`config.mk`:
```
export PLATFORM = sky130hd
export DESIGN_NAME = tcr_config_regs
export DESIGN_NICKNAME = d
export VERILOG_FILES = /design/src/core/tcr_pkg.sv /design/src/core/tcr_sync2.sv /design/src/core/tcr_config_regs.sv
export SDC_FILE = /design/constraint.sdc
export NUM_CORES = 1
export LEC_CHECK = 0
export BUFFER_PORTS_ARGS = -buffer_cell sky130_fd_sc_hd__buf_4
export CAP_MARGIN = 20
export CORE_ASPECT_RATIO = 0.75
export CORE_MARGIN = 2
export CORE_UTILIZATION = 50
export CTS_CLUSTER_DIAMETER = 150
export DETAILED_ROUTE_END_ITERATION = 6
export PLACE_DENSITY = 0.69
export SLEW_MARGIN = 30
export SYNTH_ARGS = -nofsm -noshare
export SYNTH_HDL_FRONTEND = slang
export SYNTH_SLANG_ARGS = --single-unit
```
`constraint.sdc`:
```
create_clock -name clk -period 2.6 [get_ports clk]
set_clock_uncertainty 0.1 [all_clocks]
set_input_delay 0.39 -clock clk [delete_from_list [all_inputs] [get_ports clk]]
set_output_delay 0.39 -clock clk [all_outputs]
set_load 0.05 [all_outputs]
```
`src/core/tcr_pkg.sv`:
```
package tcr_pkg;

  // Register file geometry
  localparam int NUM_REGS = 7;
  localparam int BYTE_BITS = 8;
  localparam int ADDR_BITS = 7;

  // Register offsets
  localparam logic [6:0] ADDR_DIRECTION_CHANNEL = 7'h00;
  localparam logic [6:0] ADDR_TX_POWER_CRYSTAL = 7'h01;
  localparam logic [6:0] ADDR_DATA_FUNCTION_CTRL = 7'h02;
  localparam logic [6:0] ADDR_SIGNAL_LEVEL_CTRL = 7'h03;
  localparam logic [6:0] ADDR_SIGNAL_LEVEL_VALUE_GAIN = 7'h04;
  localparam logic [6:0] ADDR_PACKET_FORMAT_CTRL = 7'h05;
  localparam logic [6:0] ADDR_PREAMBLE_CTRL = 7'h06;
  localparam logic [6:0] ADDR_MAP_LAST = 7'h18;

  // Reset values
  localparam logic [7:0] RST_DIRECTION_CHANNEL = 8'h28;
  localparam logic [7:0] RST_TX_POWER_CRYSTAL = 8'h03;
  localparam logic [7:0] RST_DATA_FUNCTION_CTRL = 8'h78;
  localparam logic [7:0] RST_SIGNAL_LEVEL_CTRL = 8'h87;
  localparam logic [7:0] RST_SIGNAL_LEVEL_VALUE_GAIN = 8'h20;
  localparam logic [7:0] RST_PACKET_FORMAT_CTRL = 8'h0f;
  localparam logic [7:0] RST_PREAMBLE_CTRL = 8'h30;

  // Single-bit field positions
  localparam int POS_TX_MODE = 7;
  localparam int POS_BURST_MODE = 6;
  localparam int POS_BIT_RATE = 5;
  localparam int POS_SCRAMBLE_EN = 4;
  localparam int POS_CRC_EN = 3;
  localparam int POS_CRC_FAIL_KEEP = 0;
  localparam int POS_LEVEL_REFRESH = 4;
  localparam int POS_AUTO_GAIN = 5;
  localparam int POS_GAIN_LOW = 4;
  localparam int POS_ADDR_INSERT_N = 7;
  localparam int POS_ADDR_OUTPUT_N = 6;
  localparam int POS_DEST_SOURCE = 5;

  // Multi-bit field positions
  localparam int CHANNEL_MSB = 6;
  localparam int POWER_MSB = 4;
  localparam int POWER_LSB = 3;
  localparam int CRYSTAL_MSB = 2;
  localparam int LEVEL_MSB = 3;
  localparam int PAYLOAD_MSB = 4;
  localparam int PREAMBLE_MSB = 5;
  localparam int PREAMBLE_LSB = 4;

  // Serial engine states
  typedef enum logic [2:0] {
    TCR_IDLE,
    TCR_ADDR,
    TCR_WDATA,
    TCR_RDATA,
    TCR_DONE
  } tcr_state_e;

endpackage

```
`src/core/tcr_sync2.sv`:
```
`timescale 1ns/1ns
`default_nettype none

module tcr_sync2 #(
  parameter int WIDTH = 1
) (
  // Clock and reset
  input wire logic clk,
  input wire logic rst,
  // Asynchronous input and its synchronised copy
  input wire logic [WIDTH-1:0] d,
  output logic [WIDTH-1:0] q
);

  logic [WIDTH-1:0] meta_reg;
  logic [WIDTH-1:0] meta_next;
  logic [WIDTH-1:0] q_next;

  // First stage feeds only the second stage
  always_comb begin
    meta_next = d;
    q_next = meta_reg;
  end

  always_ff @(posedge clk) begin
    if (rst) begin
      meta_reg <= '0;
      q <= '0;
    end else begin
      meta_reg <= meta_next;
      q <= q_next;
    end
  end

endmodule

`default_nettype wire

```
`src/core/tcr_config_regs.sv`:
```
`timescale 1ns/1ns
`default_nettype none

module tcr_config_regs
  import tcr_pkg::*;
(
  // Clock and reset
  input wire logic clk,
  input wire logic rst,
  // Serial configuration pins
  input wire logic cs,
  input wire logic sclk,
  input wire logic sdat_in,
  output logic sdat_out,
  output logic sdat_oe,
  // Measured signal level from the converter
  input wire logic [3:0] level_adc,
  // Signal detect pin
  output logic signal_detect_pin,
  // Configuration to the radio
  output logic tx_mode,
  output logic [6:0] rf_channel_index,
  output logic [1:0] tx_power_level,
  output logic [2:0] crystal_freq_sel,
  output logic burst_mode,
  output logic bit_rate_select,
  output logic scramble_en,
  output logic crc_en,
  output logic crc_fail_keep,
  output logic auto_gain_enable,
  output logic level_gain_low,
  output logic sender_addr_insert,
  output logic sender_addr_output,
  output logic dest_addr_source,
  output logic [5:0] payload_len,
  output logic [4:0] preamble_bits
);

  logic [2:0] pins_s;
  logic cs_s;
  logic sclk_s;
  logic sdat_s;
  logic [3:0] level_s;
  logic sclk_d_reg;
  logic sclk_d_next;
  logic sclk_rise;
  tcr_state_e state_reg;
  tcr_state_e state_next;
  logic [7:0] shift_reg;
  logic [7:0] shift_next;
  logic [2:0] cnt_reg;
  logic [2:0] cnt_next;
  logic [6:0] addr_reg;
  logic [6:0] addr_next;
  logic [7:0] in_byte;
  logic [6:0] in_addr;
  logic we;
  logic [7:0] regs_reg [NUM_REGS];
  logic [7:0] regs_next [NUM_REGS];
  logic refresh_eff;
  logic detect_reg;
  logic detect_next;
  logic [3:0] signal_level_threshold;
  logic [3:0] signal_level_value;
  logic [55:0] cfg_flat;
  logic [3:0] level_prev_reg;
  logic [3:0] level_prev_next;
  logic level_stable;
  logic [7:0] addr_word;

  // Pins and converter output come from other domains
  tcr_sync2 #(.WIDTH(3)) u_pin_sync (
    .clk(clk),
    .rst(rst),
    .d({cs, sclk, sdat_in}),
    .q(pins_s)
  );

  tcr_sync2 #(.WIDTH(4)) u_level_sync (
    .clk(clk),
    .rst(rst),
    .d(level_adc),
    .q(level_s)
  );

  // Data and clock share the same lag, so sampling stays aligned
  assign cs_s = pins_s[2];
  assign sclk_s = pins_s[1];
  assign sdat_s = pins_s[0];
  assign sclk_rise = sclk_s & ~sclk_d_reg;
  assign in_byte = {shift_reg[6:0], sdat_s};
  assign in_addr = {shift_reg[5:0], sdat_s};

  // Read data; unbuilt addresses read as zero
  function automatic logic [7:0] read_word(input logic [6:0] a);
    logic [7:0] w;
    w = 8'h00;
    if (a < 7'(NUM_REGS)) begin
      w = regs_reg[a[2:0]];
    end
    return w;
  endfunction

  // Serial engine next state
  always_comb begin
    state_next = state_reg;
    shift_next = shift_reg;
    cnt_next = cnt_reg;
    addr_next = addr_reg;
    we = 1'b0;
    sclk_d_next = sclk_s;
    if (!cs_s) begin
      state_next = TCR_IDLE;
      cnt_next = 3'h0;
    end else begin
      case (state_reg)
        TCR_IDLE: begin
          state_next = TCR_ADDR;
          cnt_next = 3'h0;
        end
        TCR_ADDR: begin
          if (sclk_rise) begin
            shift_next = in_byte;
            cnt_next = cnt_reg + 3'h1;
            if (cnt_reg == 3'h7) begin
              addr_next = in_addr;
              if (shift_reg[6]) begin
                state_next = TCR_WDATA;
              end else begin
                state_next = TCR_RDATA;
                shift_next = read_word(in_addr);
              end
            end
          end
        end
        TCR_WDATA: begin
          if (sclk_rise) begin
            shift_next = in_byte;
            cnt_next = cnt_reg + 3'h1;
            if (cnt_reg == 3'h7) begin
              we = 1'b1;
              state_next = TCR_DONE;
            end
          end
        end
        TCR_RDATA: begin
          // Shift just after the host sampled; lag beats the hold time
          if (sclk_rise) begin
            shift_next = {shift_reg[6:0], 1'b0};
            cnt_next = cnt_reg + 3'h1;
            if (cnt_reg == 3'h7) begin
              state_next = TCR_DONE;
            end
          end
        end
        TCR_DONE: begin
          // No auto increment; only a drop of select restarts
          state_next = TCR_DONE;
        end
        default: begin
          state_next = TCR_IDLE;
        end
      endcase
    end
  end

  always_ff @(posedge clk) begin
    if (rst) begin
      state_reg <= TCR_IDLE;
      shift_reg <= 8'h00;
      cnt_reg <= 3'h0;
      addr_reg <= 7'h00;
      sclk_d_reg <= 1'b0;
    end else begin
      state_reg <= state_next;
      shift_reg <= shift_next;
      cnt_reg <= cnt_next;
      addr_reg <= addr_next;
      sclk_d_reg <= sclk_d_next;
    end
  end

  // Pin drive during the read data byte
  assign sdat_out = shift_reg[7];
  assign sdat_oe = (state_reg == TCR_RDATA);

  // Level refresh always runs in burst mode
  assign refresh_eff = regs_reg[2][POS_BURST_MODE] | regs_reg[3][POS_LEVEL_REFRESH];

  // Register file next values; hardware level update wins over a write
  always_comb begin
    regs_next = regs_reg;
    addr_word = read_word(addr_reg); // Word at the latched address, for checks
    if (we && addr_reg <= ADDR_MAP_LAST && addr_reg < 7'(NUM_REGS)) begin
      regs_next[addr_reg[2:0]] = shift_next;
    end
    if (refresh_eff && level_stable) begin
      regs_next[4][LEVEL_MSB:0] = level_s;
    end
  end

  always_ff @(posedge clk) begin
    if (rst) begin
      regs_reg[0] <= RST_DIRECTION_CHANNEL;
      regs_reg[1] <= RST_TX_POWER_CRYSTAL;
      regs_reg[2] <= RST_DATA_FUNCTION_CTRL;
      regs_reg[3] <= RST_SIGNAL_LEVEL_CTRL;
      regs_reg[4] <= RST_SIGNAL_LEVEL_VALUE_GAIN;
      regs_reg[5] <= RST_PACKET_FORMAT_CTRL;
      regs_reg[6] <= RST_PREAMBLE_CTRL;
    end else begin
      regs_reg <= regs_next;
    end
  end

  // Signal detect compare, registered for a clean pin
  assign signal_level_threshold = regs_reg[3][LEVEL_MSB:0];
  assign signal_level_value = regs_reg[4][LEVEL_MSB:0];
  // Level word crosses bit by bit; a skewed sample never matches twice
  assign level_stable = (level_s == level_prev_reg);

  always_comb begin
    detect_next = (signal_level_value > signal_level_threshold);
    level_prev_next = level_s;
  end

  always_ff @(posedge clk) begin
    if (rst) begin
      detect_reg <= 1'b0;
      level_prev_reg <= 4'h0;
    end else begin
      detect_reg <= detect_next;
      level_prev_reg <= level_prev_next;
    end
  end

  assign signal_detect_pin = detect_reg;

  // Configuration decode; mode-specific fields gated by data mode
  assign tx_mode = regs_reg[0][POS_TX_MODE];
  assign rf_channel_index = regs_reg[0][CHANNEL_MSB:0];
  assign tx_power_level = regs_reg[1][POWER_MSB:POWER_LSB];
  assign crystal_freq_sel = regs_reg[1][CRYSTAL_MSB:0];
  assign burst_mode = regs_reg[2][POS_BURST_MODE];
  assign bit_rate_select = regs_reg[2][POS_BIT_RATE];
  assign scramble_en = burst_mode & regs_reg[2][POS_SCRAMBLE_EN];
  assign crc_en = burst_mode & regs_reg[2][POS_CRC_EN];
  assign crc_fail_keep = burst_mode & ~tx_mode & regs_reg[2][POS_CRC_FAIL_KEEP];
  // Burst mode keeps gain control on, the safe default
  assign auto_gain_enable = burst_mode | regs_reg[4][POS_AUTO_GAIN];
  assign level_gain_low = ~burst_mode & regs_reg[4][POS_GAIN_LOW];
  assign sender_addr_insert = burst_mode & ~regs_reg[5][POS_ADDR_INSERT_N];
  assign sender_addr_output = burst_mode & ~regs_reg[5][POS_ADDR_OUTPUT_N];
  assign dest_addr_source = burst_mode & regs_reg[5][POS_DEST_SOURCE];
  assign payload_len = burst_mode ? {1'b0, regs_reg[5][PAYLOAD_MSB:0]} + 6'h01 : 6'h00;
  assign preamble_bits = burst_mode ?
    5'(({3'b000, regs_reg[6][PREAMBLE_MSB:PREAMBLE_LSB]} + 5'h01) << 2) : 5'h00;

  // Snapshot of stored settings, measured level masked out
  assign cfg_flat = {regs_reg[0], regs_reg[1], regs_reg[2], regs_reg[3],
                     regs_reg[4][7:4], 4'h0, regs_reg[5], regs_reg[6]};
endmodule

`default_nettype wire

```
==> results of run 1 <==
## synthesized netlist by cell type, types with 2 or more instances
master	number
o21ai_0	4
nor3_2	2
o2bb2ai_1	3
and3_1	4
buf_2	8
o21bai_1	4
nand3_1	17
buf_4	16
mux2_2	5
o21a_1	3
nor3b_1	4
nand2_1	39
a31oi_1	2
o211ai_1	3
a22oi_1	7
nand2b_1	9
a211oi_1	17
a21oi_1	41
mux4_2	5
nor4b_1	2
dfxtp_1	97
and2_1	14
nand4_1	2
mux2i_1	19
clkbuf_1	23
a211o_1	17
nor4_1	3
xnor2_1	3
inv_1	5
nor2_1	58
nor2b_1	34
xor2_1	4
nor3_1	7
ha_1	8
## per-stage QoR
stage | std cells | hold WS [ps] | worst slack [ps] | power (uW) | util
6_report | 660 | 148 | 132 | 2840 | 0.589
5_1_grt | 660 | 157 | 3.94 | 2910 | 0.589
4_1_cts | 660 | 147 | 53.0 | 2840 | 0.588
3_5_place_dp | 645 | 327 | 92.1 | 1650 | 0.558
3_3_place_gp | 645 | 317 | 175 | 1650 | 0.558
2_1_floorplan | 513 | 314 | 254 | 1610 | -
## where the power goes
group | switching [uW] | internal (uW)
Combinational | 64.2 | 42.0
Sequential | 10.2 | 1500
Clock | 554 | 667
## worst max-delay path, stage by stage (launching register included)
cell	delay (ps)
dfxtp_1	360
ha_1	150
ha_1	290
nand4b_1	290
nor3_1	330
nand3_1	410
a211o_1	410
## metal layers
metal / GRT usage / vias up / wire length (microns)
met1: 0.381 / 1852 / 5730
met3: 0.0682 / 20 / 1250
met2: 0.375 / 202 / 5330
li1: - / 1847 / -
met5: 0 / - / 0
met4: 0.0887 / 0 / 244
## final cells by class
| type | instances | area [sq um] | share of cell area |
|---|---|---|---|
| Inverter | 5 | 18.8 | 0.00355 |
| Clock buffer | 12 | 246 | 0.0467 |
| Clock inverter | 3 | 17.5 | 0.00332 |
| Sequential cell | 97 | 1940 | 0.368 |
| Multi-Input combinational cell | 363 | 2380 | 0.451 |
| Timing Repair Buffer | 68 | 536 | 0.101 |
| Tap cell | 112 | 140 | 0.0265 |
## timing repair
item / 4_1_cts / 5_1_grt
endpoints found under the setup margin: 0 / 15
resized for setup: 0 / 3
hold endpoints to repair: 0 / 0
## how the worst min path moves through the flow
stage / endpoint / slack (ps) / depth (start not counted)
global placement: u_level_sync.q[0]$_SDFF_PP0_ / 320 / 1
global route: u_pin_sync.meta_reg[1]$_SDFF_PP0_ / 160 / 2
finish: u_pin_sync.meta_reg[1]$_SDFF_PP0_ / 150 / 2
CTS: u_pin_sync.meta_reg[1]$_SDFF_PP0_ / 150 / 2
detailed placement: u_pin_sync.q[0]$_SDFF_PP0_ / 330 / 1
floorplan: u_level_sync.q[0]$_SDFF_PP0_ / 310 / 1
## cell families (layout without fill, tap and decap cells)
logic type,count (synthesis),in the layout,share of synthesized area
adders and majority gates,8,8,0.0218
other,1,2,0.000818
and+or+nand+nor,208,208,0.239
AOI/OAI and AO/OA,109,109,0.163
xor gates and xnor gates,7,7,0.0134
muxes,29,29,0.0783
DFF,97,97,0.423
buffers and inverters,53,88,0.0603
## cells in the final DEF, fill, tap and decap left out, types with 5 or more instances in the layout
cell / n
a211o_1: 17
a211oi_1: 17
a21oi_1: 41
a22oi_1: 7
and2_1: 12
buf_4: 66
clkbuf_16: 9
dfxtp_1: 97
ha_1: 8
inv_1: 5
mux2_2: 5
mux2i_1: 19
mux4_2: 5
nand2_1: 39
nand2b_1: 9
nand3_1: 17
nor2_1: 58
nor2b_1: 34
nor3_1: 7
==> metrics.md, run 1 <==
| Metric | Value |
|---|---|
| Status | `finished, final reports clean` |
| Worst-case reg-to-reg path depth | `6` |
| Final setup viols | `0` |
| Post-CTS setup buffers | `0` |
| Synth area leaders | `dfxtp_1 (42%), nor2_1 (4.7%), nor2b_1 (4.6%)` |
| Seq/Total Area, Yosys | `0.423` |
| Worst setup EP type | `flop` |
| Row count | `30` |
| CP Data Required Time | `2740 ps` |
| Slew of the pin with the lowest slew margin | `612 ps` |
| Diodes inserted | `0` |
| Final Cell Area | `around 5300 sq um` |
| Sink Count | `97` |
| Worst R2R Start | `cnt_reg[0]$_SDFFE_PP0P_` |
| Syn_area_per_cell | `8.96 sq um` |
| Initial antenna violation count | `0` |
| Gr ovfl total | `0` |
| Final Cycle Share | `0.949` |
| GP Congestion | `0.940` |
| Clock slew at reported path FFs | `roughly 70 ps` |
| Synth Instances | `512` |
| Initial core utilization | `0.511` |
| Reg2reg end | `cfg_flat[11]$_SDFFE_PP1P_` |
| CP arrival | `2610 ps` |
| Nets | `561` |
| Die area | `approximately 10000 sq um` |
| Pre-Repair DR Iteration Count | `7` |
| Yosys top cell by area | `dfxtp_1` |
| Total Wirelength | `12500 microns` |
| Setup TNS | `0 ps` |
| Max reg flops | `37` |
| Remaining antenna violation count | `0` |
| Max Slew Vio Count | `0` |
| Total track usage | `0.261` |
| Critical path class | `flop to flop` |
| Count of different cell masters after synthesis | `between 50 and 60` |
| Vias | `3921` |
| Die Ht | `a little under 90 microns` |
| Average wire per standard cell | `roughly 19 microns` |
| Synth top area share | `0.423` |
| CP Launch Type | `flop` |
| Pin count of the biggest net entering global routing | `53` |
| Mapped cell area | `4590 sq um` |
| Fraction of registers with async set/reset | `0` |
| Leak pwr | `0.00193 uW` |
| RSZ-0062 raised after global routing | `no` |
| Most used DFF post-synth | `dfxtp_1` |
| Reg2Reg Setup Slack | `130 ps` |
| Yosys warns | `0` |
| CP Capture Point | `cfg_flat[11]$_SDFFE_PP1P_` |
| Class of the worst hold path | `input pin to flop` |
| Flops & latches, synth | `between 90 and 100` |
| Peak supply drop | `0.000316 V` |
| Worst-skew pair later-pin latency | `between 300 and 400 ps` |
| FILL cells | `slightly below 800` |
| EDFF count, synth | `0` |
| Longest Clk Path Bufs | `2` |
| P per Cell Area | `538 nW/um^2` |
| CTS tree | `yes` |
| DRC Markers | `0` |
| Dpl hpwl | `8910 microns` |
| Proportion of layout cells with a drive suffix above 1 | `0.192` |
| Max_cap viols | `0` |
| I/O Buffers | `43` |
| Placed Area | `5010 sq um` |
| Max Clock Freq | `0.405 GHz` |
| Worst relative slew slack | `0.586` |
| DR iter-0 viols | `about 410` |
| Vias in the first global route | `3536` |
| Final min period | `2470 ps` |
| Total CTS buffers | `9` |
| Vias per inst | `between 5 and 6` |
| Hold buffers post-CTS | `0` |
| Syn-to-layout area delta | `15.1%` |
| Final hold violations | `0` |
| I/O pins | `46` |
| Worst Path Max Fanout | `9` |
| Clk root buf | `clkbuf_16` |
| Core Box Area | `8970 sq um` |
| First-pass GRT wire length | `19400 microns` |
| Min-delay src | `sclk` |
| Worst Setup SP | `cnt_reg[0]$_SDFFE_PP0P_` |
| Die Wd | `115 microns` |
| H-tree levels | `3` |
Note: power is estimated with default switching activity, not from simulation.
==> run 2, diff against run 1 <==
--- a/config.mk
+++ b/config.mk
@@ -14,4 +14,5 @@
 export DETAILED_ROUTE_END_ITERATION = 6
 export PLACE_DENSITY = 0.69
+export RECOVER_POWER = 100
 export SLEW_MARGIN = 30
 export SYNTH_ARGS = -nofsm -noshare
==> constraint.sdc (replaced) <==
create_clock -name clk -period 2.6 [get_ports clk]
set_clock_uncertainty 0.1 [all_clocks]
set_input_delay 0.39 -clock clk [delete_from_list [all_inputs] [get_ports clk]]
set_output_delay 0.39 -clock clk [all_outputs]
set_load 0.1 [all_outputs]
==> metrics.md, run 2 (same netlist as run 1, synthesis figures left out) <==
| Metric | Value |
|---|---|
| Status | `finished, final reports clean` |
| Max Slew Vio Count | `0 (unchanged)` |
| Core Box Area | `8970 sq um (unchanged)` |
| WHS Endpoint | `u_pin_sync.meta_reg[2]$_SDFF_PP0_` |
| Total Wirelength | `12200 microns (-2.6%)` |
| Hold buffers post-CTS | `0 (unchanged)` |
| CP bufs+invs | `0 (unchanged)` |
| Total track usage | `0.263 (+0.00166)` |
| Gr ovfl total | `0 (unchanged)` |
| Pin count of the biggest net entering global routing | `67 (+26%)` |
| Die area | `9960 sq um (unchanged)` |
| Crit path cell chain | `ha_1 -> ha_1 -> nand4b_1 -> nor4_4 -> nand2_1 -> a211o_1` |
| Average wire per standard cell | `18.5 microns (-2.8%)` |
| Reg2reg end | `crystal_freq_sel[1]$_SDFFE_PP1P_` |
| Final min period | `2480 ps (+14.2 ps)` |
| Switching part of the total | `0.227 (+0.00563)` |
| Syn-to-layout area delta | `12.3%` |
| Flop pwr share | `0.528 (-0.004)` |
| Pre-CTS setup slack | `73.1 ps (-19.1 ps)` |
| Vias in the first global route | `3564 (+0.79%)` |
| Clk root buf | `clkbuf_16` |
| Longest Clk Path Bufs | `2 (unchanged)` |
| Final Core Density | `0.574 (-0.0148)` |
| Delay-heaviest family, CP | `simple AND/OR/NAND/NOR gates` |
| Critical path class | `flop to flop` |
| Internal power | `2210 uW (about the same)` |
| Post-CTS setup buffers | `0 (unchanged)` |
| CTS tree | `yes` |
| Clock Power Share | `0.434 (+0.004)` |
| Max Clock Freq | `0.403 GHz (-0.57%)` |
| Sink Count | `97 (unchanged)` |
| Remaining antenna violation count | `0 (unchanged)` |
| DRC Markers | `0 (unchanged)` |
| I/O Buffers | `43 (unchanged)` |
| Final Cycle Share | `0.955 (+0.00545)` |
| Peak supply drop | `0.000401 V (+27%)` |
| Die Ht | `86.9 microns (unchanged)` |
| Dpl hpwl | `8950 microns (+0.55%)` |
| I/O pins | `46 (unchanged)` |
| Proportion of layout cells with a drive suffix above 1 | `0.178 (-0.0134)` |
| Worst-skew pair later-pin latency | `350 ps (about the same)` |
| Vias per inst | `5.84 (-1.6%)` |
| Clock slew at reported path FFs | `70 ps (about the same)` |
| Leak pwr | `0.00185 uW (-4.2%)` |
| Max reg flops | `37 (unchanged)` |
| H-tree levels | `3 (unchanged)` |
| Final hold violations | `0 (unchanged)` |
| Worst Hold Depth | `2 (unchanged)` |
| Worst R2R Start | `cnt_reg[0]$_SDFFE_PP0P_` |
| Class of the worst hold path | `input pin to flop` |
| Initial antenna violation count | `0 (unchanged)` |
| GP Congestion | `0.924 (-1.6%)` |
| Psw | `650 uW (+3.4%)` |
| Min-delay src | `cs` |
| Setup WS post-layout | `118 ps (-14.2 ps)` |
| Slowest cell delay on critical path | `510 ps (+100 ps)` |
| DR iter-0 viols | `357 (-13%)` |
| Pre-Repair DR Iteration Count | `5 (-2)` |
| Slowest-stage cell, CP | `nor4_4` |
| CP arrival | `2620 ps (about the same)` |
| Most frequent cells in the layout | `dfxtp_1 (97), nor2_1 (56), a21oi_1 (41), nand2_1 (39), nor2b_1 (30)` |
| Most used cell, CP | `ha_1` |
| Worst setup EP type | `flop` |
| Combinational power share | `0.038 (about the same)` |
| Worst Path Max Fanout | `7 (-2)` |
| Max_cap viols | `0 (unchanged)` |
| CP Launch Type | `flop` |
| Final setup viols | `0 (unchanged)` |
| Vias | `3869 (-1.3%)` |
| RSZ-0062 raised after global routing | `no` |
| CP Data Required Time | `2730 ps (about the same)` |
| Commonest non-fill, non-tap cell in the layout | `dfxtp_1` |
| Worst-case reg-to-reg path depth | `6 (unchanged)` |
| First-pass GRT wire length | `19700 microns (+1.5%)` |
| P per Cell Area | `556 nW/um^2 (+3.4%)` |
| Worst Setup SP | `cnt_reg[0]$_SDFFE_PP0P_` |
| Initial core utilization | `0.511 (unchanged)` |
| Nets | `562 (+0.18%)` |
| Diodes inserted | `0 (unchanged)` |
| Slew of the pin with the lowest slew margin | `1320 ps (+711 ps)` |
| Row count | `30 (unchanged)` |
| Total CTS buffers | `9 (unchanged)` |
| Reg2Reg Setup Slack | `120 ps (about the same)` |
| Die Wd | `115 microns (unchanged)` |
| Worst relative slew slack | `0.118 (-0.468)` |
run 2: worst max path at each step:
stage          slack, ps                                to  depth (start not counted)
5_1_grt                7  crystal_freq_sel[1]$_SDFFE_PP1P_                          6
3_5_place_dp          70         cfg_flat[46]$_SDFFE_PP0P_                          7
2_1_floorplan       -240                    payload_len[5]                          4
6_report             120  crystal_freq_sel[1]$_SDFFE_PP1P_                          6
4_1_cts               50         cfg_flat[46]$_SDFFE_PP0P_                          7
3_3_place_gp         220         cfg_flat[46]$_SDFFE_PP0P_                          7
run 2: power groups by stage:
stage                     combinational [uW]  clock [uW]  sequential (uW)
after floorplan                         79.2           0             1540
after global placement                   107           0             1550
after detailed placement                 109           0             1550
after CTS                                110        1250             1510
after global routing                     117        1320             1510
final                                    108        1240             1510
run 2: timing repair:
item,4_1_cts,5_1_grt
endpoints found under the setup margin,0,13
hold endpoints to repair,0,0
gates resized for setup,0,3
run 2: per-stage QoR:
step	std cells	TNS [ps]	instance area [sq um]	hold slack, ps	total power (uW)
final	662	0	5150	146	2860
after global routing	662	0	5150	145	2950
after CTS	662	0	5290	148	2870
after detailed placement	646	0	5020	324	1650
after global placement	646	0	5020	320	1650
after floorplan	513	-398	4620	314	1620
run 2: cell type report:
type	instances	area, sq um
Fill cell	821	3820
Multi-Input combinational cell	363	2390
Sequential cell	97	1940
Timing Repair Buffer	69	378
Clock buffer	11	243
Tap cell	112	140
Clock inverter	5	31.3
Inverter	5	18.8
run 2: per-layer routing:
layer  global-route usage  vias to the layer above  routed length [microns]
met2                0.366                      178                     4960
met5                    0                        -                        0
met3               0.0786                       14                     1150
li1                     -                     1849                        -
met1                0.394                     1828                     5950
met4               0.0710                        0                      166
